**src/logic/pcac_map.svh**
```systemverilog
/*
  Constants of the card access controller: bus map, register offsets, field
  positions, reset values and timing counts.
  Assumes inclusion by the main module only.
*/
`ifndef PCAC_MAP_SVH
`define PCAC_MAP_SVH

`define PCAC_BANK_LSB 28
`define PCAC_BANK_REGS 2'h0
`define PCAC_BANK_CARD 2'h3
`define PCAC_SPACE_LSB 26
`define PCAC_SPACE_ATTR 2'h2
`define PCAC_SPACE_IO 2'h3
`define PCAC_OFS_CTRL 8'h00
`define PCAC_OFS_CWAIT 8'h04
`define PCAC_OFS_AWAIT 8'h08
`define PCAC_OFS_IWAIT 8'h0C
`define PCAC_OFS_STATUS 8'h10
`define PCAC_CTRL_RESET 6'h18
`define PCAC_BIT_WAITEN 1
`define PCAC_BIT_BANKEN 2
`define PCAC_BIT_TYPE 3
`define PCAC_WAIT_RESET 8'hFC
`define PCAC_TAIL_CYCLES 3'h4
`define PCAC_SIZE_BYTE 3'h0
`define PCAC_SIZE_HALF 3'h1
`define PCAC_SIZE_WORD 3'h2

`endif

```
**src/logic/pcac_pkg.sv**
```systemverilog
/*
  Types of the card access controller: card pin bundle and access states.
  Assumes the map header sits beside it.
*/
`default_nettype none
package pcac_pkg;
  typedef struct packed {
    logic [25:0] addr;
    logic [15:0] dout;
    logic dout_en;
    logic card_select_upper_n;
    logic card_select_lower_n;
    logic register_space_select_n;
    logic output_strobe_n;
    logic write_strobe_n;
    logic io_read_strobe_n;
    logic io_write_strobe_n;
  } pcac_card_out_t;

  typedef enum logic [7:0] {
    PCAC_IDLE = 8'h01,
    PCAC_SETUP = 8'h02,
    PCAC_STROBE = 8'h04,
    PCAC_HELD = 8'h08,
    PCAC_TAIL = 8'h10,
    PCAC_HOLD = 8'h20,
    PCAC_ERR1 = 8'h40,
    PCAC_ERR2 = 8'h80
  } pcac_state_t;
endpackage : pcac_pkg
`default_nettype wire

```
**src/logic/pcac_sync.sv**
```systemverilog
/*
  Three-stage synchroniser for a level from a pin.
  Assumes a level slow against the clock; output follows once stages two and
  three agree.
*/
`timescale 1ns/1ps
`default_nettype none
module pcac_sync (
  // clock and reset
  input wire logic hclk,
  input wire logic hresetn,
  // level in and out
  input wire logic pin,
  output logic level
);
  logic s1_q;
  logic s2_q;
  logic s3_q;
  logic hold_q;

  always_ff @(posedge hclk or negedge hresetn) begin
    if (!hresetn) begin
      s1_q <= 1'b1;
      s2_q <= 1'b1;
      s3_q <= 1'b1;
      hold_q <= 1'b1;
    end else begin
      s1_q <= pin;
      s2_q <= s1_q;
      s3_q <= s2_q;
      hold_q <= level;
    end
  end

  // agreed level goes out without a further flop so a wait count of
  // four plus the card's delay still catches the request
  assign level = (s2_q == s3_q) ? s3_q : hold_q;
endmodule : pcac_sync
`default_nettype wire

```
**src/logic/pcac_top.sv**
```systemverilog
/*
  Card access controller: AHB-Lite slave with a register page and a card bank
  that drives a 16-bit card in memory or I/O mode.
  Assumes single-word AHB-Lite transfers and a card on the pin bundle.
*/
// Chosen here: the address map and the AHB-Lite slave port.
`timescale 1ns/1ps
`default_nettype none
`include "pcac_map.svh"
module pcac_top (
  // clock and reset
  input wire logic hclk,
  input wire logic hresetn,
  // ahb-lite slave
  input wire logic hsel,
  input wire logic [31:0] haddr,
  input wire logic [1:0] htrans,
  input wire logic hwrite,
  input wire logic [2:0] hsize,
  input wire logic [31:0] hwdata,
  input wire logic hready,
  output logic [31:0] hrdata,
  output logic hreadyout,
  output logic hresp,
  // card pins
  output pcac_pkg::pcac_card_out_t card_out,
  input wire logic [15:0] card_din,
  input wire logic card_wait_request_n
);
  import pcac_pkg::*;

  pcac_state_t st_q;
  logic [5:0] ctrl_q;
  logic [7:0] cwait_q;
  logic [7:0] await_q;
  logic [7:0] iwait_q;
  logic [1:0] space_q;
  logic [2:0] size_q;
  logic [25:0] addr_q;
  logic write_q;
  logic sub_q;
  logic two_q;
  logic [31:0] wdata_q;
  logic [31:0] rdata_q;
  logic [7:0] cnt_q;
  logic reg_wr_q;
  logic [7:0] reg_ofs_q;
  logic [25:0] caddr_q;
  logic [15:0] cdout_q;
  logic wait_seen_q;
  logic wait_lvl;

  // request decode in the address phase
  logic take;
  logic card_hit;
  logic reg_hit;
  logic [1:0] a_space;
  logic a_io_byte;
  assign take = hsel && htrans[1] && hready;
  assign card_hit = take && (haddr[`PCAC_BANK_LSB +: 2] == `PCAC_BANK_CARD);
  assign reg_hit = take && (haddr[`PCAC_BANK_LSB +: 2] == `PCAC_BANK_REGS);
  assign a_space = haddr[`PCAC_SPACE_LSB +: 2];
  assign a_io_byte = (a_space == `PCAC_SPACE_IO) && (hsize == `PCAC_SIZE_BYTE);

  // per-transfer shape
  logic is_attr;
  logic is_io;
  logic is_word;
  logic wide;
  logic slot;
  logic a0;
  logic [7:0] wait_cycles;
  assign is_attr = (space_q == `PCAC_SPACE_ATTR);
  assign is_io = (space_q == `PCAC_SPACE_IO);
  assign is_word = (size_q == `PCAC_SIZE_WORD);
  assign wide = !is_attr && (size_q != `PCAC_SIZE_BYTE);
  assign slot = is_word ? sub_q : addr_q[1];
  assign a0 = (size_q == `PCAC_SIZE_BYTE) ? addr_q[0] : 1'b0;
  assign wait_cycles = is_io ? iwait_q : (is_attr ? await_q : cwait_q);

  logic [7:0] wbyte;
  always_comb begin
    wbyte = wdata_q[7:0];
    if (size_q == `PCAC_SIZE_BYTE) begin
      wbyte = wdata_q[{addr_q[1:0], 3'h0} +: 8];
    end else begin
      wbyte = wdata_q[{slot, 4'h0} +: 8];
    end
  end

  // wait request enters through three stages
  pcac_sync u_wait_sync (
    .hclk(hclk),
    .hresetn(hresetn),
    .pin(card_wait_request_n),
    .level(wait_lvl)
  );

  logic wait_on;
  assign wait_on = ctrl_q[`PCAC_BIT_WAITEN] && !wait_lvl;

  // access sequencer
  always_ff @(posedge hclk or negedge hresetn) begin
    if (!hresetn) begin
      st_q <= PCAC_IDLE;
      cnt_q <= 8'h00;
      sub_q <= 1'b0;
    end else begin
      unique case (st_q)
        PCAC_IDLE: begin
          sub_q <= 1'b0;
          if (card_hit && !ctrl_q[`PCAC_BIT_BANKEN]) begin
            st_q <= PCAC_ERR1;
          end else if (card_hit && !a_io_byte) begin
            st_q <= PCAC_SETUP;
          end
        end
        PCAC_SETUP: begin
          st_q <= PCAC_STROBE;
          cnt_q <= (wait_cycles == 8'h00) ? 8'h01 : wait_cycles;
        end
        PCAC_STROBE: begin
          cnt_q <= cnt_q - 8'h01;
          if (cnt_q == 8'h01) begin
            st_q <= wait_on ? PCAC_HELD : PCAC_HOLD;
          end
        end
        PCAC_HELD: begin
          if (!wait_on) begin
            st_q <= PCAC_TAIL;
            cnt_q <= {5'h00, `PCAC_TAIL_CYCLES};
          end
        end
        PCAC_TAIL: begin
          cnt_q <= cnt_q - 8'h01;
          if (cnt_q == 8'h01) begin
            st_q <= PCAC_HOLD;
          end
        end
        PCAC_HOLD: begin
          if (two_q && !sub_q) begin
            sub_q <= 1'b1;
            st_q <= PCAC_SETUP;
          end else begin
            st_q <= PCAC_IDLE;
          end
        end
        PCAC_ERR1: st_q <= PCAC_ERR2;
        PCAC_ERR2: st_q <= PCAC_IDLE;
      endcase
    end
  end

  // request capture
  always_ff @(posedge hclk or negedge hresetn) begin
    if (!hresetn) begin
      space_q <= 2'h0;
      size_q <= 3'h0;
      addr_q <= 26'h0000000;
      write_q <= 1'b0;
      two_q <= 1'b0;
    end else if (st_q == PCAC_IDLE && card_hit) begin
      space_q <= a_space;
      size_q <= hsize;
      addr_q <= haddr[25:0];
      write_q <= hwrite;
      two_q <= (hsize == `PCAC_SIZE_WORD);
    end
  end

  always_ff @(posedge hclk or negedge hresetn) begin
    if (!hresetn) begin
      wdata_q <= 32'h00000000;
    end else if (st_q == PCAC_SETUP && !sub_q) begin
      wdata_q <= hwdata;
    end
  end

  // card address and write data, set in the setup cycle
  always_ff @(posedge hclk or negedge hresetn) begin
    if (!hresetn) begin
      caddr_q <= 26'h0000000;
      cdout_q <= 16'h0000;
    end else if (st_q == PCAC_SETUP) begin
      caddr_q <= {addr_q[25:2], slot, a0};
      if (!sub_q) begin
        cdout_q <= wide ? hwdata[{slot, 4'h0} +: 16] : {8'h00, (size_q == `PCAC_SIZE_BYTE) ?
          hwdata[{addr_q[1:0], 3'h0} +: 8] : hwdata[{slot, 4'h0} +: 8]};
      end else begin
        cdout_q <= wide ? wdata_q[{slot, 4'h0} +: 16] : {8'h00, wbyte};
      end
    end
  end

  // read data gathering and register reads
  logic strobe_end;
  assign strobe_end = (st_q == PCAC_STROBE && cnt_q == 8'h01 && !wait_on) ||
    (st_q == PCAC_TAIL && cnt_q == 8'h01);
  always_ff @(posedge hclk or negedge hresetn) begin
    if (!hresetn) begin
      rdata_q <= 32'h00000000;
    end else if (st_q == PCAC_IDLE && take) begin
      rdata_q <= 32'h00000000;
      if (reg_hit && !hwrite) begin
        unique case (haddr[7:0])
          `PCAC_OFS_CTRL: rdata_q <= {26'h0000000, ctrl_q};
          `PCAC_OFS_CWAIT: rdata_q <= {24'h000000, cwait_q};
          `PCAC_OFS_AWAIT: rdata_q <= {24'h000000, await_q};
          `PCAC_OFS_IWAIT: rdata_q <= {24'h000000, iwait_q};
          `PCAC_OFS_STATUS: rdata_q <= {30'h00000000, wait_seen_q, wait_lvl};
          default: rdata_q <= 32'h00000000;
        endcase
      end
    end else if (strobe_end && !write_q) begin
      if (wide) begin
        rdata_q[{slot, 4'h0} +: 16] <= card_din;
      end else if (size_q == `PCAC_SIZE_BYTE) begin
        rdata_q[{addr_q[1:0], 3'h0} +: 8] <= card_din[7:0];
      end else begin
        rdata_q[{slot, 4'h0} +: 16] <= {8'h00, card_din[7:0]};
      end
    end
  end

  // register writes land in the data phase
  always_ff @(posedge hclk or negedge hresetn) begin
    if (!hresetn) begin
      reg_wr_q <= 1'b0;
      reg_ofs_q <= 8'h00;
    end else begin
      reg_wr_q <= (st_q == PCAC_IDLE) && reg_hit && hwrite;
      reg_ofs_q <= haddr[7:0];
    end
  end

  always_ff @(posedge hclk or negedge hresetn) begin
    if (!hresetn) begin
      ctrl_q <= `PCAC_CTRL_RESET;
      cwait_q <= `PCAC_WAIT_RESET;
      await_q <= `PCAC_WAIT_RESET;
      iwait_q <= `PCAC_WAIT_RESET;
    end else if (reg_wr_q) begin
      unique case (reg_ofs_q)
        `PCAC_OFS_CTRL: ctrl_q <= {hwdata[5:1], 1'b0};
        `PCAC_OFS_CWAIT: cwait_q <= hwdata[7:0];
        `PCAC_OFS_AWAIT: await_q <= hwdata[7:0];
        `PCAC_OFS_IWAIT: iwait_q <= hwdata[7:0];
        default: ;
      endcase
    end
  end

  // sticky: card held an access; set wins over a status write
  always_ff @(posedge hclk or negedge hresetn) begin
    if (!hresetn) begin
      wait_seen_q <= 1'b0;
    end else if (st_q == PCAC_HELD) begin
      wait_seen_q <= 1'b1;
    end else if (reg_wr_q && reg_ofs_q == `PCAC_OFS_STATUS && hwdata[1]) begin
      wait_seen_q <= 1'b0;
    end
  end

  // bus answer
  assign hreadyout = (st_q == PCAC_IDLE) || (st_q == PCAC_ERR2);
  assign hresp = (st_q == PCAC_ERR1) || (st_q == PCAC_ERR2);
  assign hrdata = rdata_q;

  // card pins
  logic active;
  logic strobe;
  assign active = !(st_q inside {PCAC_IDLE, PCAC_ERR1, PCAC_ERR2});
  assign strobe = st_q inside {PCAC_STROBE, PCAC_HELD, PCAC_TAIL};
  always_comb begin
    card_out.addr = caddr_q;
    card_out.dout = cdout_q;
    card_out.dout_en = active && write_q;
    card_out.card_select_upper_n = !(active && wide);
    card_out.card_select_lower_n = !active;
    card_out.register_space_select_n = !(active && (is_attr || is_io));
    card_out.output_strobe_n = !(strobe && !is_io && !write_q);
    card_out.write_strobe_n = !(strobe && !is_io && write_q);
    card_out.io_read_strobe_n = !(strobe && is_io && !write_q);
    card_out.io_write_strobe_n = !(strobe && is_io && write_q);
  end

  // checks
  logic mem_strobe;
  assign mem_strobe = !card_out.output_strobe_n || !card_out.write_strobe_n;
  logic any_strobe;
  assign any_strobe = mem_strobe || !card_out.io_read_strobe_n || !card_out.io_write_strobe_n;
endmodule : pcac_top
`default_nettype wire

```
**config.mk**
```make
export PLATFORM = sky130hd
export DESIGN_NAME = pcac_top
export DESIGN_NICKNAME = d
export VERILOG_FILES = /design/src/logic/pcac_pkg.sv /design/src/logic/pcac_sync.sv /design/src/logic/pcac_top.sv
export VERILOG_INCLUDE_DIRS = /design/src /design/src/logic
export SDC_FILE = /design/constraint.sdc
export NUM_CORES = 1
export LEC_CHECK = 0
export ABC_AREA = 1
export ABC_CLOCK_PERIOD_IN_PS = 1800
export CORE_ASPECT_RATIO = 0.75
export CORE_MARGIN = 1.5
export CORE_UTILIZATION = 45
export CTS_CLUSTER_SIZE = 14
export DETAILED_ROUTE_END_ITERATION = 12
export DONT_BUFFER_PORTS = 1
export GPL_TIMING_DRIVEN = 0
export MAX_ROUTING_LAYER = met4
export RECOVER_POWER = 50
export SLEW_MARGIN = 20
export SYNTH_ARGS = -nofsm -noshare
export SYNTH_HDL_FRONTEND = slang
export SYNTH_HIERARCHICAL = 1
export SYNTH_SLANG_ARGS = --single-unit
export TNS_END_PERCENT = 1
```
**constraint.sdc**
```tcl
create_clock -name hclk -period 1.8 [get_ports hclk]
set_input_delay 0 -clock hclk [delete_from_list [all_inputs] [get_ports hclk]]
set_output_delay 0 -clock hclk [all_outputs]
set_load 0.03 [all_outputs]
```
==> results by group, run 1 <==
Run status
  – Status: finished with violations
  – Failing checks: negative hold slack, negative setup slack

Floorplanning
  – Core area: 22900 µm²
  – Die area: 24200 µm²
  – Core Rows: 48
  – I/O Pins: 175
  – Die H: 135 µm
  – Die span in x: 179 µm
  – Initial Util: 45.7%

Place
  – Routability cong.: 0.945
  – Port Buf Inserts: 0
  – DPL Wire Length: 23.2 mm
  – Placed cell areas: 10900 µm²
  – Pre-CTS setup slack: -0.403 ns
  – Placed cell count: 1719

Setup path
  – R2R setup slack: -0.09 ns
  – Worst r2r dst: hrdata[5]$_DFFE_PN0P_
  – Reg2reg start: addr_q[0]$_DFFE_PN0P_
  – Crit end category: output pin
  – Crit Path Max Fanout: 10
  – CP arrival: 1.93 ns
  – R2R depth: 10
  – WS Path Type: flop to output pin
  – Critical path required time: 1.80 ns
  – Crit path launch type: flop

STA
  – Worst rel slew slack: 51.6%
  – Slew Limit Fails: 0
  – Clk_skew: 0.0110 ns
  – Final setup violation count: 21
  – Worst Max-Slew Pin Slew: 0.727 ns
  – Timing-limited maximum frequency: 519 MHz
  – Unrepaired setup endpoints after global routing: true
  – Final hold vios: 199
  – Period utilization: 107%
  – Setup TNS: -0.953 ns
  – Min Tclk post-route: 1.93 ns
  – Final WS setup: -0.126 ns
  – Fin Hold WS: -0.745 ns

Finish
  – Layout Nets: 1627
  – Post-route cell area: 12600 µm²
  – Post-route insts no fill: 1844
  – Layout cell share with drive strength beyond 1: 13.1%
  – Area growth from synthesis to layout: 20.4%

Route
  – Drt wl/cell: 17.5 µm
  – Number of nets with antenna violations after routing: 0
  – Routed WL: 32.2 mm
  – Initial DRC count: 778
  – Average via count per standard cell: 5.34
  – Vias: 9844
  – Remaining DRCs: 0
  – Drt first pass iters: 7

Synthesis
  – Syn_nets: 1517
  – Top post-synthesis cells by area: dfrtp_1 42%, nand2_1 18%, nand3_1 6.9%
  – Share of the synthesized area in the top cell type: 41.5%
  – Syn Area/Cell: 7.39 µm²
  – Synth Register Bits: 199
  – Synth Cell Area: 10500 µm²
  – Main synth FF type: dfrtp_1
  – Number of library cell types mapped by synthesis: 35
  – Post-synth ARST share: 100%
  – Post-synth EDFFs: 0
  – Syn. warnings: 6
  – Post-synthesis sequential area ratio: 47.8%
  – Cell count after synthesis: 1419
  – List of most frequent post-synthesis cells: 507 x nand2_1, 174 x dfrtp_1, 144 x nand3_1
  – Synth area leader: dfrtp_1
  – Most frequent cell after synthesis: nand2_1

Global route
  – Met3 Resource Use GR: 7.27%
  – Met2 GRT Util: 39.1%
  – Layer with the highest usage: met1
  – Met1 Usage GRT: 40.7%
  – Global-route wire length before repair: 50.6 mm
  – Largest net degree at the start of global routing: 200
  – Total GRT Usage: 28.0%
  – Grt ovf: 0
  – Number of global-route vias before repair: 9362
  – Initial antenna violation count: 2

Power
  – Cell area power density: 1280 nW/µm²
  – Pwr Total: 16.1 mW
  – NetSw: 6.83 mW
  – Comb pwr share: 31.1%
  – Lkg Pwr: 6.32 nW
  – Register share of total power: 45.0%
  – Switching part of the total: 42.4%
  – Peak supply drop: 1.04 mV
  – Internal Power: 9.28 mW
  – Clock group share of total power: 23.9%

CTS
  – Post-CTS Hold Fix Bufs: 85
  – CTS clk-pin slew, worst paths: 0.07 ns
  – CTS tree: done
  – H-tree levels: 4
  – Clock sink total: 199
  – CTS Buf Count: 17
  – Clk root buf: clkbuf_16
  – Clock Path Buffers: 2
  – Worst-skew pair later-pin latency: 0.45 ns

Flow run
  – Max Cap Viol: 0

Min path
  – Min-Delay Path Class: input pin to asynchronous set/reset pin
==> power groups by stage <==
stage,clock network [mW],registers [mW],logic [mW]
final,3.85,7.25,5.02
after global placement,0,7.30,4.45
after global routing,4.09,7.38,5.68
after floorplan,0,7.07,3.39
after detailed placement,0,7.31,4.55
after CTS,3.92,7.24,4.85
==> what timing repair did <==
action	4_1_cts	5_1_grt
pin swaps	3	6
hold endpoints to repair	354	199
gates cloned	0	1
setup endpoints to repair	118	138
setup buffers	1	4
gates resized for setup	52	51
==> routing by layer <==
metal / share of wire [%] / up-vias / wire (µm)
met5: 0 / - / 0
met4: 0.96 / 0 / 308
met3: 8.0 / 25 / 2570
met2: 42 / 364 / 13700
met1: 49 / 4671 / 15700
li1: - / 4784 / -
==> critical path: stages (launching register included) <==
cell and delay, ns:
dfrtp_2 0.46, inv_2 0.08, nand2_2 0.17, nand2_2 0.14, inv_2 0.15, buf_2 0.24, nand2_1 0.24
==> cells by family after synthesis <==
logic type	after synthesis	synth area share, %
DFF	199	47.8
buffers and inverters	208	8.17
and+or+nand+nor	789	31.9
adders and majority gates	7	0.835
AOI/OAI and AO/OA	215	11.2
xor gates and xnor gates	1	0.0835
==> through the flow <==
stage / hold WS, ns / utilization (%)
global placement: -0.282 / 47.3
detailed placement: -0.280 / 47.3
global route: -0.765 / 55.0
CTS: -0.755 / 54.3
floorplan: -0.296 / -
finish: -0.745 / 55.0
==> worst max-delay path by stage <==
stage / from / to / slack [ns] / depth (start not counted)
4_1_cts: st_q[0]$_DFFE_PN1P_ / card_out[7] / -0.14 / 8
5_1_grt: st_q[0]$_DFFE_PN1P_ / card_out[7] / -0.19 / 8
3_5_place_dp: addr_q[0]$_DFFE_PN0P_ / hrdata[7]$_DFFE_PN0P_ / -0.40 / 10
3_3_place_gp: addr_q[0]$_DFFE_PN0P_ / hrdata[7]$_DFFE_PN0P_ / -0.38 / 10
2_1_floorplan: addr_q[0]$_DFFE_PN0P_ / hrdata[7]$_DFFE_PN0P_ / 0.005 / 10
6_report: space_q[0]$_DFFE_PN0P_ / card_out[6] / -0.13 / 6
==> placed cells by master, fill, tap and decap left out, types with 9 or more instances in the layout <==
cell type        n
nor2_4          10
clkbuf_16       19
nand2_1        497
dfrtp_1        171
buf_4           12
inv_1          126
dfstp_2         25
nand3_1        137
inv_2           16
o21ai_1         61
buf_2           16
nor3_1           9
o211ai_1        10
nor2_1          69
nor2_2          13
a21oi_1          9
clkbuf_1        13
o21ai_0        103
clkbuf_2        12
nand4_1         20
o22ai_1         12
nand2_2         13
dlygate4sd3_1   85
==> final cells by class <==
| class | count | area (µm²) |
|---|---|---|
| Tap cell | 300 | 375 |
| Buffer | 60 | 375 |
| Inverter | 148 | 573 |
| Clock inverter | 12 | 105 |
| Multi-Input combinational cell | 1013 | 4800 |
| Sequential cell | 199 | 5010 |
| Timing Repair Buffer | 90 | 888 |
| Antenna cell | 2 | 5.00 |
| Fill cell | 2229 | 10300 |
| Clock buffer | 20 | 479 |
==> sequential cells by signal (all words and copies together), names as in the netlist, 2 cells and up <==
register / count
await_q: 8
cdout_q: 16
addr_q: 26
caddr_q: 26
space_q: 2
hrdata: 32
wdata_q: 32
cwait_q: 8
iwait_q: 8
ctrl_q: 5
size_q: 3
reg_ofs_q: 8
cnt_q: 8
st_q: 8
(Power assumes the default switching activity.)
==> inputs of run 2 (changes only) <==
- ABC_AREA: 1 -> not set
- CORE_MARGIN: 1.5 -> 1
==> run 2 against run 1 <==
  * The flow still finishes with violations (negative hold slack, negative setup slack)
  * Non-clock buffer count is 23 lower
  * Clock power is 6.5% higher
  * Combinational power is 17% higher
  * Global-route usage is 0.91 points lower
  * Synthesized cell count is 46% lower
==> results by group, run 2 <==
Run status
  – Status: finished with violations (unchanged)
  – Failing checks: negative hold slack, negative setup slack (unchanged)

STA
  – Worst Max-Slew Pin Slew: 0.828 ns (was 0.727 ns)
  – Timing-limited maximum frequency: 407 MHz (was 519 MHz)
  – Final setup violation count: 189 (was 21)
  – Final hold vios: 200 (was 199)
  – Slew Limit Fails: 0 (unchanged)
  – Fin Hold WS: -0.763 ns (was -0.745 ns)
  – Period utilization: 137% (was 107%)
  – Worst rel slew slack: 44.3% (was 51.6%)
  – Unrepaired setup endpoints after global routing: true (unchanged)
  – Min Tclk post-route: 2.46 ns (was 1.93 ns)
  – Clk_skew: 0.0139 ns (was 0.0110 ns)
  – Final WS setup: -0.657 ns (was -0.126 ns)

Setup path
  – Crit Path Max Fanout: 8 (was 10)
  – Critical path required time: 2.14 ns (was 1.80 ns)
  – Crit path launch type: flop (unchanged)
  – Crit end category: flop (was output pin)
  – CP arrival: 2.80 ns (was 1.93 ns)
  – WS Path Type: flop to flop (was flop to output pin)

Flow run
  – Max Cap Viol: 0 (unchanged)

Place
  – Placed cell areas: 10100 µm² (was 10900 µm²)
  – DPL Wire Length: 19.1 mm (was 23.2 mm)
  – Pre-CTS setup slack: -1.41 ns (was -0.403 ns)
  – Routability cong.: 0.879 (was 0.945)
  – Port Buf Inserts: 0 (unchanged)
  – Placed cell count: 1057 (was 1719)

Route
  – Number of nets with antenna violations after routing: 0 (unchanged)
  – Initial DRC count: 576 (was 778)
  – Remaining DRCs: 0 (unchanged)
  – Routed WL: 28.4 mm (was 32.2 mm)
  – Average via count per standard cell: 6.09 (was 5.34)
  – Vias: 7208 (was 9844)
  – Drt first pass iters: 5 (was 7)
  – Drt wl/cell: 23.9 µm (was 17.5 µm)

Synthesis
  – Synth area leader: dfrtp_1 (unchanged)
  – Top post-synthesis cells by area: dfrtp_1 45%, mux2_2 16%, dfstp_2 6.8% (was dfrtp_1 42%, nand2_1 18%, nand3_1 6.9%)
  – Syn Area/Cell: 12.6 µm² (was 7.39 µm²)
  – Post-synthesis sequential area ratio: 51.6% (was 47.8%)
  – Most frequent cell after synthesis: dfrtp_1 (was nand2_1)
  – Syn. warnings: 6 (unchanged)
  – Share of the synthesized area in the top cell type: 44.9% (was 41.5%)
  – Syn_nets: 867 (was 1517)
  – Number of library cell types mapped by synthesis: 71 (was 35)
  – Synth Register Bits: 199 (unchanged)
  – Post-synth EDFFs: 0 (unchanged)
  – Synth Cell Area: 9710 µm² (was 10500 µm²)
  – List of most frequent post-synthesis cells: 174 x dfrtp_1, 136 x mux2_2, 55 x mux2i_1 (was 507 x nand2_1, 174 x dfrtp_1, 144 x nand3_1)
  – Post-synth ARST share: 100% (unchanged)
  – Main synth FF type: dfrtp_1 (unchanged)
  – Cell count after synthesis: 769 (was 1419)

CTS
  – Clock Path Buffers: 2 (unchanged)
  – Clk root buf: clkbuf_16 (unchanged)
  – Clock sink total: 199 (unchanged)
  – CTS tree: done (unchanged)
  – H-tree levels: 4 (unchanged)
  – CTS clk-pin slew, worst paths: 0.08 ns (was 0.07 ns)
  – CTS Buf Count: 17 (unchanged)
  – Post-CTS Hold Fix Bufs: 85 (unchanged)
  – Worst-skew pair later-pin latency: 0.45 ns (about the same)

Global route
  – Number of global-route vias before repair: 7520 (was 9362)
  – Grt ovf: 0 (unchanged)
  – Total GRT Usage: 27.1% (was 28.0%)
  – Largest net degree at the start of global routing: 200 (unchanged)
  – Initial antenna violation count: 2 (unchanged)
  – Global-route wire length before repair: 43.4 mm (was 50.6 mm)

Floorplanning
  – Die span in x: 172 µm (was 179 µm)
  – Die area: 22200 µm² (was 24200 µm²)
  – Die H: 129 µm (was 135 µm)
  – Core Rows: 46 (was 48)
  – I/O Pins: 175 (unchanged)
  – Initial Util: 46.0% (was 45.7%)
  – Core area: 21100 µm² (was 22900 µm²)

Finish
  – Layout cell share with drive strength beyond 1: 34.9% (was 13.1%)
  – Most frequent cells in the layout: 169 x dfrtp_1, 129 x mux2_2, 85 x dlygate4sd3_1 (was 497 x nand2_1, 171 x dfrtp_1, 137 x nand3_1)
  – Area growth from synthesis to layout: 24.7% (was 20.4%)
  – Post-route insts no fill: 1184 (was 1844)
  – Commonest non-fill, non-tap cell in the layout: dfrtp_1 (was nand2_1)
  – Final core utilization: 57.3% (was 55.0%)
  – Layout Nets: 979 (was 1627)
  – Post-route cell area: 12100 µm² (was 12600 µm²)
  – Fill cell count: 1718 (was 2229)

Power
  – Lkg Pwr: 5.23 nW (was 6.32 nW)
  – Peak supply drop: 0.728 mV (was 1.04 mV)
  – Cell area power density: 1440 nW/µm² (was 1280 nW/µm²)

Min path
  – Min-Delay Path Class: input pin to asynchronous set/reset pin (unchanged)
## run 2: cell types whose count changed in the layout (fill, tap and decap cells not counted), moves of 23 or more
cell     before  now
nand2_1     497   34
nand3_1     137    5
mux2_2        0  129
inv_1       126   14
o21ai_0     103   34
o21ai_1      61    3
mux2i_1       0   54
nor2_1       69   25
a22o_1        0   23
## run 2: worst max-delay path: stages, from the launching register on
cell and delay (ns):
dfrtp_1 0.40, or4_4 0.58, or4_4 0.50, a211oi_4 0.19, buf_6 0.16, a31oi_4 0.18
mux2_4 0.34
## run 2: per-layer routing
layer	global-route usage, %	up-vias	share of wire [%]
li1	-	3141	-
met1	34.9	3729	43
met2	42.7	292	48
met3	6.11	46	7.1
met4	8.35	0	1.8
met5	-	-	0
## run 2: metrics by stage
stage	power [mW]	hold WS [ns]	TNS, ns
floorplan	11.0	-0.296	-58.08
global placement	12.2	-0.289	-163.12
detailed placement	12.4	-0.290	-172.05
CTS	17.3	-0.777	-63.28
global route	18.3	-0.787	-71.33
finish	17.5	-0.763	-58.88
## run 2: where the power goes
group	total (mW)	internal [mW]	switching [mW]
combinational	5.85	2.83	3.02
clock	4.10	2.06	2.05
sequential	7.52	5.59	1.93
## run 2: what timing repair did
| action | in CTS | in global routing |
|---|---|---|
| pin swaps | 14 | 5 |
| setup buffers | 9 | 1 |
| gates resized for setup | 96 | 32 |
| endpoints found under the setup margin | 194 | 193 |
| hold endpoints to repair | 351 | 199 |
## run 2: area by class of cell
class                   instances  area [µm²]  area share, %
diodes                          2        5.00         0.0413
flip-flops and latches        199        5020           41.4
clock inverters                15         208           1.72
multi-input cells             520        4800           39.7
repair buffers                 95         930           7.68
plain buffers                  32         298           2.46
well taps                     288         360           2.98
inverters                      16        61.3          0.506
clock buffers                  17         425           3.51
## run 2: worst paths after layout
path / slack (ns) / endpoint / startpoint / cells after the start
max: -0.66 / hrdata[24]$_DFFE_PN0P_ / cnt_q[5]$_DFFE_PN0P_ / 6
min: -0.76 / hrdata[11]$_DFFE_PN0P_ / hresetn / 0
max reg2reg: -0.66 / hrdata[24]$_DFFE_PN0P_ / cnt_q[5]$_DFFE_PN0P_ / 6
min reg2reg: 0.36 / u_wait_sync/s2_q$_DFF_PN1_ / u_wait_sync/s1_q$_DFF_PN1_ / 0
max in group asynchronous: 2.12 / await_q[7]$_DFFE_PN1P_ / hresetn / 0
min in group hclk: 0 / cdout_q[6]$_DFFE_PN0P_ / hwdata[30] / 3
## run 2: cells by family (layout without fill, tap and decap cells)
kind of cell,count (synthesis),count (layout),share of synthesized area [%]
flip-flops,199,199,51.6
AO/OA/AOI/OAI,147,147,11.6
AND/OR/NAND/NOR,157,157,8.91
buffers and inverters,50,175,2.13
multiplexers,206,206,24.6
other,0,2,0
adder cells (fa/ha/maj),8,8,1.02
XOR/XNOR,2,2,0.180
